===== src/rtl/msps_pkg.sv =====
// Package: constants, types and register map of the module state power sequencer
package msps_pkg;

  localparam int unsigned CLK_FREQ_HZ = 25000000;

  // Time figures in their own unit; cycle counts derived from the clock rate
  localparam int unsigned MGMT_INIT_TIME_US   = 2000;
  localparam int unsigned MGMT_INIT_CYCLES    = (MGMT_INIT_TIME_US * (CLK_FREQ_HZ / 1000000));
  localparam int unsigned RESETTING_TIME_US   = 20;
  localparam int unsigned RESETTING_CYCLES    = (RESETTING_TIME_US * (CLK_FREQ_HZ / 1000000));
  localparam int unsigned PWR_STEP_TIME_US    = 10;
  localparam int unsigned PWR_STEP_CYCLES     = (PWR_STEP_TIME_US * (CLK_FREQ_HZ / 1000000));
  localparam int unsigned CNT_W               = 24;

  // Register byte offsets
  localparam logic [7:0] ADDR_CTRL      = 8'h00;
  localparam logic [7:0] ADDR_STATUS    = 8'h04;
  localparam logic [7:0] ADDR_MAX_POWER = 8'h08;
  localparam logic [7:0] ADDR_LANES     = 8'h0c;

  // Control register fields
  localparam int unsigned CTRL_SOFT_RESET_BIT = 0;
  localparam int unsigned CTRL_LOW_POWER_BIT  = 1;
  localparam int unsigned CTRL_FLAT_BIT       = 2;
  localparam logic [31:0] CTRL_RESET_VALUE    = 32'h0000_0002;

  // Status register fields
  localparam int unsigned STAT_STATE_LSB    = 0;
  localparam int unsigned STAT_STATE_MSB    = 3;
  localparam int unsigned STAT_HIGH_PWR_BIT = 4;
  localparam int unsigned STAT_ALL_DEACT_BIT = 5;
  localparam int unsigned STAT_MEM_RST_BIT  = 6;

  localparam logic [7:0]  MAX_POWER_RESET = 8'h00;
  localparam logic [31:0] ZERO_WORD       = 32'h0000_0000;

  localparam logic [1:0] HTRANS_NONSEQ = 2'h2;
  localparam logic [1:0] HTRANS_SEQ    = 2'h3;

  typedef enum logic [3:0] {
    MSPS_RESETTING,
    MSPS_RESET,
    MSPS_MGMT_INIT,
    MSPS_LOW_POWER,
    MSPS_POWERING_UP,
    MSPS_READY,
    MSPS_POWERING_DOWN
  } msps_state_t;

  // Reported state codes
  localparam logic [3:0] CODE_RESETTING     = 4'h0;
  localparam logic [3:0] CODE_RESET         = 4'h1;
  localparam logic [3:0] CODE_MGMT_INIT     = 4'h2;
  localparam logic [3:0] CODE_LOW_POWER     = 4'h3;
  localparam logic [3:0] CODE_POWERING_UP   = 4'h4;
  localparam logic [3:0] CODE_READY         = 4'h5;
  localparam logic [3:0] CODE_POWERING_DOWN = 4'h6;

  typedef struct packed {
    logic        sel;
    logic        write;
    logic [7:0]  addr;
  } msps_addr_phase_t;

  typedef struct packed {
    logic        high_power;
    logic        mgmt_mem_reset;
    logic        lane_reset;
    logic        mgmt_ready;
  } msps_power_ctl_t;

endpackage


===== src/rtl/msps_sequencer.sv =====
// Module state machine: reset, management init and power mode sequencing over AHB-Lite
// Behaviour
// - Flat module walks from power-on to ready on its own, no host command.
// - Flat module always reports the ready state code.
// - Flat module under reset may hold management memory in reset; data path stays up.
// - Flat module may omit soft reset bit and supply reset input.
// - Power-on or insertion starts the state machine in Reset.
// - Reset condition forces Resetting from every state except Reset.
// - Resetting moves to Reset once electronics are down, without host action.
// - Low Power in every steady state except ready; High Power only in ready.
// - Maximum High Power figure is advertised in a dedicated byte.
// - Module leaves power-up in Low Power mode.
// - In low power, a false low-power request starts power-up.
// - Low-power condition while in or toward High Power runs power-down.
// - Low-power request affects power mode only, never data path initialisation.
// - Entering Resetting discards all per-lane data path state unless the module is flat.
// - Resetting powers down gracefully; High Power, if on at entry, persists until Reset.
// - During Resetting or reset, management accesses may be ignored.
// - Ready exit condition is low-power request and all lanes deactivated.
// - Initialisation reloads control register defaults (the code keeps a host-written flat bit); management comes up in the cycle it exits.
//
// The implementer's own choices: the AHB-Lite interface to the registers and the register offsets.
`timescale 1ns/1ps

module msps_sequencer #(
  parameter int unsigned N_LANES          = 8,
  parameter bit          FLAT_MEMORY      = 1'b0,
  parameter int unsigned MGMT_INIT_CYCLES = msps_pkg::MGMT_INIT_CYCLES,
  parameter int unsigned RESETTING_CYCLES = msps_pkg::RESETTING_CYCLES,
  parameter int unsigned PWR_STEP_CYCLES  = msps_pkg::PWR_STEP_CYCLES
) (
  input  wire logic               hclk,
  input  wire logic               hresetn,
  input  wire logic               hsel,
  input  wire logic [31:0]        haddr,
  input  wire logic [1:0]         htrans,
  input  wire logic               hwrite,
  input  wire logic [2:0]         hsize,
  input  wire logic [31:0]        hwdata,
  input  wire logic               hready,
  output logic      [31:0]        hrdata,
  output logic                    hreadyout,
  output logic                    hresp,
  input  wire logic               reset_pin,
  input  wire logic               low_power_pin,
  input  wire logic [N_LANES-1:0] lane_deactivated_state,
  output logic                    high_power_en,
  output logic                    mgmt_mem_reset,
  output logic                    lane_sm_reset,
  output logic                    mgmt_ready,
  output logic [3:0]              module_state
);

  // Pin synchronisers: the first stage feeds only the second
  logic [1:0]         rst_sync_reg;
  logic [1:0]         lp_sync_reg;
  logic [N_LANES-1:0] lane_s1_reg;
  logic [N_LANES-1:0] lane_s2_reg;

  always_ff @(posedge hclk or negedge hresetn) begin
    if (!hresetn) begin
      rst_sync_reg <= 2'h3;
      lp_sync_reg  <= 2'h3;
      lane_s1_reg  <= '1;
      lane_s2_reg  <= '1;
    end else begin
      rst_sync_reg <= {rst_sync_reg[0], reset_pin};
      lp_sync_reg  <= {lp_sync_reg[0], low_power_pin};
      lane_s1_reg  <= lane_deactivated_state;
      lane_s2_reg  <= lane_s1_reg;
    end
  end

  // Registers
  logic [31:0]          ctrl_reg;
  logic [31:0]          ctrl_next;
  logic [7:0]           max_power_reg;
  logic [7:0]           max_power_next;
  msps_pkg::msps_addr_phase_t ap_reg;
  msps_pkg::msps_addr_phase_t ap_next;
  logic [31:0]          hrdata_reg;
  logic [31:0]          hrdata_next;
  msps_pkg::msps_state_t state_reg;
  msps_pkg::msps_state_t state_next;
  logic [msps_pkg::CNT_W-1:0] cnt_reg;
  logic [msps_pkg::CNT_W-1:0] cnt_next;
  msps_pkg::msps_power_ctl_t  pwr_reg;
  msps_pkg::msps_power_ctl_t  pwr_next;

  logic flat_mode;
  logic reset_condition;
  logic low_power_request;
  logic all_lanes_deactivated;
  logic low_power_exit_condition;
  logic soft_reset_req;
  logic bus_open;

  assign flat_mode             = FLAT_MEMORY | ctrl_reg[msps_pkg::CTRL_FLAT_BIT];
  // Flat modules ignore the soft reset bit, only the pin reset_condition them
  assign soft_reset_req        = ctrl_reg[msps_pkg::CTRL_SOFT_RESET_BIT] & ~flat_mode;
  assign reset_condition       = rst_sync_reg[1] | soft_reset_req;
  assign low_power_request     = lp_sync_reg[1] | ctrl_reg[msps_pkg::CTRL_LOW_POWER_BIT];
  assign all_lanes_deactivated = &lane_s2_reg;
  assign low_power_exit_condition = low_power_request & all_lanes_deactivated;
  // Accesses are dropped while the management side is not up
  assign bus_open              = pwr_reg.mgmt_ready;

  // State machine
  always_comb begin
    state_next = state_reg;
    cnt_next   = cnt_reg;
    if (cnt_reg != '0) begin
      cnt_next = cnt_reg - 1'b1;
    end
    case (state_reg)
      msps_pkg::MSPS_RESETTING: begin
        if (cnt_reg == '0) begin
          state_next = msps_pkg::MSPS_RESET;
        end
      end
      msps_pkg::MSPS_RESET: begin
        if (!reset_condition) begin
          state_next = msps_pkg::MSPS_MGMT_INIT;
          cnt_next   = msps_pkg::CNT_W'(MGMT_INIT_CYCLES - 1);
        end
      end
      msps_pkg::MSPS_MGMT_INIT: begin
        if (cnt_reg == '0) begin
          // Flat modules go straight to ready with no host step
          state_next = flat_mode ? msps_pkg::MSPS_READY : msps_pkg::MSPS_LOW_POWER;
        end
      end
      msps_pkg::MSPS_LOW_POWER: begin
        if (!low_power_request) begin
          state_next = msps_pkg::MSPS_POWERING_UP;
          cnt_next   = msps_pkg::CNT_W'(PWR_STEP_CYCLES - 1);
        end
      end
      msps_pkg::MSPS_POWERING_UP: begin
        if (low_power_request) begin
          state_next = msps_pkg::MSPS_POWERING_DOWN;
          cnt_next   = msps_pkg::CNT_W'(PWR_STEP_CYCLES - 1);
        end else if (cnt_reg == '0) begin
          state_next = msps_pkg::MSPS_READY;
        end
      end
      msps_pkg::MSPS_READY: begin
        if (!flat_mode && low_power_exit_condition) begin
          state_next = msps_pkg::MSPS_POWERING_DOWN;
          cnt_next   = msps_pkg::CNT_W'(PWR_STEP_CYCLES - 1);
        end
      end
      msps_pkg::MSPS_POWERING_DOWN: begin
        if (cnt_reg == '0) begin
          state_next = msps_pkg::MSPS_LOW_POWER;
        end
      end
      default: begin
        state_next = msps_pkg::MSPS_RESETTING;
      end
    endcase
    if (reset_condition && state_reg != msps_pkg::MSPS_RESET && state_reg != msps_pkg::MSPS_RESETTING) begin
      state_next = msps_pkg::MSPS_RESETTING;
      cnt_next   = msps_pkg::CNT_W'(RESETTING_CYCLES - 1);
    end
  end

  always_ff @(posedge hclk or negedge hresetn) begin
    if (!hresetn) begin
      state_reg <= msps_pkg::MSPS_RESET;
      cnt_reg   <= '0;
    end else begin
      state_reg <= state_next;
      cnt_reg   <= cnt_next;
    end
  end

  // Power and reset outputs follow the next state so they change with it
  always_comb begin
    pwr_next = '0;
    case (state_next)
      msps_pkg::MSPS_RESETTING: begin
        // Graceful shutdown: high power held while it started from a high power state
        pwr_next.high_power     = pwr_reg.high_power & ~flat_mode;
        pwr_next.lane_reset     = ~flat_mode;
        pwr_next.mgmt_mem_reset = 1'b1;
      end
      msps_pkg::MSPS_RESET: begin
        // Data path of a flat module is never held in reset
        pwr_next.lane_reset     = ~flat_mode;
        pwr_next.mgmt_mem_reset = 1'b1;
      end
      msps_pkg::MSPS_MGMT_INIT: begin
        pwr_next.high_power = 1'b0;
      end
      msps_pkg::MSPS_LOW_POWER: begin
        pwr_next.mgmt_ready = 1'b1;
      end
      msps_pkg::MSPS_POWERING_UP, msps_pkg::MSPS_POWERING_DOWN: begin
        // A module switched to flat while in low power must not draw high power on its way to ready
        pwr_next.high_power = ~flat_mode;
        pwr_next.mgmt_ready = 1'b1;
      end
      msps_pkg::MSPS_READY: begin
        // A flat module stays in low power even when ready
        pwr_next.high_power = ~flat_mode;
        pwr_next.mgmt_ready = 1'b1;
      end
      default: begin
        pwr_next = '0;
      end
    endcase
  end

  always_ff @(posedge hclk or negedge hresetn) begin
    if (!hresetn) begin
      pwr_reg <= '{high_power: 1'b0, mgmt_mem_reset: 1'b1, lane_reset: 1'b1, mgmt_ready: 1'b0};
    end else begin
      pwr_reg <= pwr_next;
    end
  end

  // AHB-Lite slave: zero wait states, always OKAY
  logic [3:0] state_code;

  always_comb begin
    case (state_reg)
      msps_pkg::MSPS_RESETTING:    state_code = msps_pkg::CODE_RESETTING;
      msps_pkg::MSPS_RESET:        state_code = msps_pkg::CODE_RESET;
      msps_pkg::MSPS_MGMT_INIT:    state_code = msps_pkg::CODE_MGMT_INIT;
      msps_pkg::MSPS_LOW_POWER:    state_code = msps_pkg::CODE_LOW_POWER;
      msps_pkg::MSPS_POWERING_UP:  state_code = msps_pkg::CODE_POWERING_UP;
      msps_pkg::MSPS_READY:        state_code = msps_pkg::CODE_READY;
      msps_pkg::MSPS_POWERING_DOWN: state_code = msps_pkg::CODE_POWERING_DOWN;
      default:                     state_code = msps_pkg::CODE_RESET;
    endcase
    // Flat modules hide every transient state
    if (flat_mode) begin
      state_code = msps_pkg::CODE_READY;
    end
  end

  always_comb begin
    ap_next        = '0;
    ctrl_next      = ctrl_reg;
    max_power_next = max_power_reg;
    hrdata_next    = msps_pkg::ZERO_WORD;
    if (hready) begin
      ap_next.sel   = hsel & (htrans == msps_pkg::HTRANS_NONSEQ || htrans == msps_pkg::HTRANS_SEQ);
      ap_next.write = hwrite;
      ap_next.addr  = haddr[7:0];
    end
    if (ap_reg.sel && ap_reg.write && bus_open) begin
      case (ap_reg.addr)
        msps_pkg::ADDR_CTRL:      ctrl_next = hwdata & 32'h0000_0007;
        msps_pkg::ADDR_MAX_POWER: max_power_next = hwdata[7:0];
        default:                  ctrl_next = ctrl_reg;
      endcase
    end
    // Idle or busy transfers must not load read data
    if (ap_next.sel && !hwrite && bus_open) begin
      case (haddr[7:0])
        msps_pkg::ADDR_CTRL:      hrdata_next = ctrl_reg;
        msps_pkg::ADDR_STATUS: begin
          hrdata_next[msps_pkg::STAT_STATE_MSB:msps_pkg::STAT_STATE_LSB] = state_code;
          hrdata_next[msps_pkg::STAT_HIGH_PWR_BIT]  = pwr_reg.high_power;
          hrdata_next[msps_pkg::STAT_ALL_DEACT_BIT] = all_lanes_deactivated;
          hrdata_next[msps_pkg::STAT_MEM_RST_BIT]   = pwr_reg.mgmt_mem_reset;
        end
        msps_pkg::ADDR_MAX_POWER: hrdata_next = {24'h000000, max_power_reg};
        msps_pkg::ADDR_LANES:     hrdata_next = 32'(lane_s2_reg);
        default:                  hrdata_next = msps_pkg::ZERO_WORD;
      endcase
    end
    // Soft reset self-clears once Reset is reached
    if (state_reg == msps_pkg::MSPS_RESET) begin
      ctrl_next[msps_pkg::CTRL_SOFT_RESET_BIT] = 1'b0;
    end
    // Initialisation reloads control defaults; of the control bits only the host-written flat bit survives
    if (state_reg == msps_pkg::MSPS_MGMT_INIT) begin
      ctrl_next = msps_pkg::CTRL_RESET_VALUE | (ctrl_reg & 32'h0000_0004);
    end
  end

  always_ff @(posedge hclk or negedge hresetn) begin
    if (!hresetn) begin
      ap_reg        <= '0;
      ctrl_reg      <= msps_pkg::CTRL_RESET_VALUE;
      max_power_reg <= msps_pkg::MAX_POWER_RESET;
      hrdata_reg    <= msps_pkg::ZERO_WORD;
    end else begin
      ap_reg        <= ap_next;
      ctrl_reg      <= ctrl_next;
      max_power_reg <= max_power_next;
      hrdata_reg    <= hrdata_next;
    end
  end

  assign hrdata         = hrdata_reg;
  assign hreadyout      = 1'b1;
  assign hresp          = 1'b0;
  // Power mode follows state only; the data path is never started here, only held in reset in Resetting and Reset
  assign high_power_en  = pwr_reg.high_power;
  assign mgmt_mem_reset = pwr_reg.mgmt_mem_reset;
  assign lane_sm_reset  = pwr_reg.lane_reset;
  assign mgmt_ready     = pwr_reg.mgmt_ready;
  assign module_state   = state_code;

endmodule // msps_sequencer


===== config.mk =====
export PLATFORM = sky130hd
export DESIGN_NAME = msps_sequencer
export DESIGN_NICKNAME = d
export VERILOG_FILES = /design/src/rtl/msps_pkg.sv /design/src/rtl/msps_sequencer.sv
export SDC_FILE = /design/constraint.sdc
export NUM_CORES = 1
export LEC_CHECK = 0
export BUFFER_PORTS_ARGS = -buffer_cell sky130_fd_sc_hd__buf_2
export CAP_MARGIN = 20
export CORE_MARGIN = 10
export CORE_UTILIZATION = 45
export CTS_BUF_LIST = sky130_fd_sc_hd__clkbuf_16
export CTS_CLUSTER_SIZE = 24
export DETAILED_ROUTE_END_ITERATION = 7
export PLACE_DENSITY_LB_ADDON = 0.08
export SETUP_SLACK_MARGIN = 0.4
export SLEW_MARGIN = 20
export SYNTH_ARGS = -nofsm -noshare
export SYNTH_HDL_FRONTEND = slang
export SYNTH_SLANG_ARGS = --single-unit

===== constraint.sdc =====
create_clock -name hclk -period 2 [get_ports hclk]
set_clock_uncertainty 0.1 [all_clocks]
set_input_delay 0.4 -clock hclk [delete_from_list [all_inputs] [get_ports hclk]]
set_output_delay 0.4 -clock hclk [all_outputs]
set_load 0.01 [all_outputs]

==> summary.md <==
The flow ran to the end, but the final reports show violations. The checks that failed: setup timing. The distinct cell type count after synthesis is 53.

For the worst flop-to-flop path, the logic depth is 7. Sorting the synthesized cells by area gives the leading types as sky130_fd_sc_hd__dfrtp_1 (38%), sky130_fd_sc_hd__dfstp_2 (17%), sky130_fd_sc_hd__buf_4 (5.1%). The tools report the total number of clock tree sinks as 82. TritonCTS built the clock tree.

Detailed placement ended at an HPWL of 6580 µm. In this run the power spent charging and discharging nets is 0.000986 W. Once detail routing completed, the nets flagged for antenna violations numbered 0. The arrival time of the worst setup path was 2.29 ns; the overall track demand over capacity in global routing was 15.7%. Counting flops and latches in the post-synthesis netlist gives 82.

Net switching is 25.5% of the power. The tools report the post-synthesis cell count as 338. After detailed routing, the total wire length is 9620 µm. The number of violations of the max-capacitance limit came out at 0. The logs give 0 for the total inserted antenna cells and 9 for the total clock buffers created by CTS. Of all flip-flops after synthesis, the portion carrying an async set or reset was 100%. Origin of the critical flop-to-flop path: lane_s2_reg[7].

The synthesized design contains 0 enable-type register cells. The first-iteration detailed-routing DRC count is 107. The routed design could run at a clock period as short as 2.11 ns. For this run, the number of Yosys warnings is 0. The tools report the floorplan row count as 33. The average routed wire per standard cell was 16.2 µm. Combinational logic burns 13.1% of the power.

Summed over its instances, the top area cell type makes up 38.1% of the synthesized netlist area. The tools report the setup slack of the most critical reg-to-reg path as -0.11 ns. The count of placed standard cells in the final layout, fillers left out was 595. Register area share after synthesis: 54.7%. Transition time at the pin with the least slew margin: 0.560 ns.

The total power density per cell area is 676 nW/µm². After detailed placement, the design holds a cell count of 542. The run gives 126 as the I/O pin count.

Hold violation total from the final report: 0. The worst setup path is captured at a register. Critical path endpoint: high_power_en.

The kind of start point of the critical path is a register. Per report_power, the clock group accounts for 39.5% of the total. The initial utilization of the core area, before any placement, comes to 46.3%. Per report_power, the sequential group accounts for 47.4% of the total.

The tools report the remaining global-route overflow as 0. The completed layout was analyzed and its total power is 0.00386 W. The min-delay analysis places its worst path in the category in -> reg. Of all nets on the critical path, the largest fanout is 3.

The tools report the clock latency on the worst-skew pair as 0.34 ns. The biggest area contributor in the post-synthesis netlist is sky130_fd_sc_hd__dfrtp_1. The H-tree was split into 3 levels. The width of the chip is 112 µm, and the height of the die is 112 µm.

The run gives 3191 as the via count of the first global-routing pass. The average cell area after synthesis works out to 11.3 µm². The clock edge transition at the registers on the reported setup and hold paths was 0.06 ns; the final worst hold slack was 0.0599 ns. Setup repair after global routing could not meet its margin everywhere. Startpoint of the worst setup timing path: lane_s2_reg[7].

By startpoint and endpoint, the worst setup path is classified as reg -> reg. Number of antenna violations at the first check in global routing: 0. Detailed routing inserted a total of 2996 vias. First-pass GRT wire length: 16000 µm. Clock tree synthesis selected as its root buffer the cell sky130_fd_sc_hd__clkbuf_16. Headroom to the max-slew limit came out at 62.7%.

Setup violations remaining at the end of the flow were counted as 15. The critical path data required time is 2.18 ns, and the die footprint is 12500 µm². The number of port buffers was 70. The tools report the worst setup margin as -0.114 ns. The logs give 0 for the number of pins exceeding their max-slew limit in the final report and 0.473 GHz for the achievable clock frequency.

The top cell types in the final layout, fill and taps aside, are sky130_fd_sc_hd__buf_2 (70), sky130_fd_sc_hd__buf_4 (61), sky130_fd_sc_hd__dfrtp_1 (56). The synthesized netlist occupies a cell area of 3810 µm². VDD sags by at most 0.441 mV. The internal portion of the total power is 0.00287 W. Leading register cell type out of synthesis: sky130_fd_sc_hd__dfrtp_1. Count of TritonRoute iterations in the first routing pass: 4. From synthesis to final layout, the design area changed by 49.9%. In the routed layout, each cell is associated on average with a via count of 5.04.

Entering global routing, the biggest net connects 53 pins. The post-route netlist has 60.0% of its cells at a drive strength greater than 1. In the routed design, unresolved DRC markers number 0. The area of the core is 8220 µm².

Of the available clock period, the critical path in the final layout requires 106%. The run gives 2 as the number of buffers on the longest clock path. Leakage power: 2.61 nW. The library cell used most frequently in the layout, excluding fill and tap cells, is sky130_fd_sc_hd__buf_2.

The net count reported at finish is 570. The flip-flop count of the largest register, all copies and words added was 24. At the end of routability-driven placement, the weighted congestion stood at 0.838.

The worst register-to-register path ends at high_power_en.
-- area by class of cell --
type                            instances  area [µm²]
Clock buffer                            9         225
Clock inverter                          7        51.3
Fill cell                             634        2510
Tap cell                              105         131
Multi-Input combinational cell        218        1970
Timing Repair Buffer                  167        1220
Sequential cell                        82        2080
Inverter                                7        26.3
-- power groups by stage --
stage / clock, W / sequential, W / combinational (W)
after floorplan: 0 / 0.00185 / 0.000247
after global placement: 0 / 0.00185 / 0.000431
after detailed placement: 0 / 0.00185 / 0.000436
after CTS: 0.00156 / 0.00183 / 0.000485
after global routing: 0.00164 / 0.00184 / 0.000561
final: 0.00152 / 0.00183 / 0.000507
-- metal layers --
layer | track usage [%] | up-vias | part of all wire, %
met5 | 0 | - | 0
met4 | 5.92 | 0 | 2.1
met3 | 4.35 | 17 | 4.6
met2 | 27.0 | 64 | 52
met1 | 18.1 | 1463 | 42
li1 | - | 1452 | -
-- Yosys cell counts (5+ instances only) --
cell,n
sky130_fd_sc_hd__a21oi_1,10
sky130_fd_sc_hd__and2_1,11
sky130_fd_sc_hd__buf_4,26
sky130_fd_sc_hd__clkbuf_1,8
sky130_fd_sc_hd__dfrtp_1,58
sky130_fd_sc_hd__dfstp_2,24
sky130_fd_sc_hd__inv_1,7
sky130_fd_sc_hd__mux2_2,11
sky130_fd_sc_hd__nand2_1,12
sky130_fd_sc_hd__nand2b_1,10
sky130_fd_sc_hd__nor2_1,35
sky130_fd_sc_hd__nor2b_1,5
sky130_fd_sc_hd__nor3_1,17
sky130_fd_sc_hd__nor4_1,7
sky130_fd_sc_hd__o21ai_0,10
sky130_fd_sc_hd__or2_2,5
sky130_fd_sc_hd__or3_1,5
sky130_fd_sc_hd__xnor2_1,14
sky130_fd_sc_hd__xor2_1,5
-- repair_timing --
action / 4_1_cts / 5_1_grt
setup endpoints to repair: 71 / 73
gates cloned: 1 / 0
hold buffers: 1 / 0
gates resized for setup: 73 / 42
pin swaps: 36 / 31
endpoints found under the hold margin: 8 / 0
setup buffers: 27 / 8
-- stage by stage --
step	worst slack [ns]	TNS, ns	utilization (%)	cell area [µm²]
floorplan	0.000269	0	-	3980
global placement	-0.142	-1.30	56.9	4670
detailed placement	-0.156	-1.74	56.9	4670
CTS	-0.0782	-0.581	66.7	5480
global route	-0.216	-3.81	69.4	5710
finish	-0.114	-0.549	69.4	5710
-- logic make-up after synthesis --
group	after synthesis	synth area share, %
other cells	2	0.197
fa+ha+maj	1	0.329
flops	82	54.7
xor+xnor	19	4.37
simple gates	131	19.8
mux	17	5.49
buf+inv	41	6.61
compound gates	45	8.48
-- worst max-delay path, cell delays in order, from the launching register on --
cell and delay [ns]:
sky130_fd_sc_hd__dfstp_2 0.54, sky130_fd_sc_hd__nand4_1 0.15, sky130_fd_sc_hd__nor3_2 0.18, sky130_fd_sc_hd__buf_4 0.16, sky130_fd_sc_hd__nand2_1 0.06, sky130_fd_sc_hd__a32oi_1 0.47, sky130_fd_sc_hd__and4_1 0.29, sky130_fd_sc_hd__a211o_1 0.10
-- worst min path at each step --
| stage | cells after the start | start | end |
|---|---|---|---|
| 6_report | 1 | lane_deactivated_state[7] | lane_s1_reg[7] |
| 5_1_grt | 1 | lane_deactivated_state[7] | lane_s1_reg[7] |
| 4_1_cts | 1 | lane_deactivated_state[4] | lane_s1_reg[4] |
| 3_5_place_dp | 1 | hresetn | ap_reg[7] |
| 3_3_place_gp | 1 | hresetn | ap_reg[8] |
| 2_1_floorplan | 0 | hresetn | ap_reg[0] |
(Power assumes the default switching activity.)
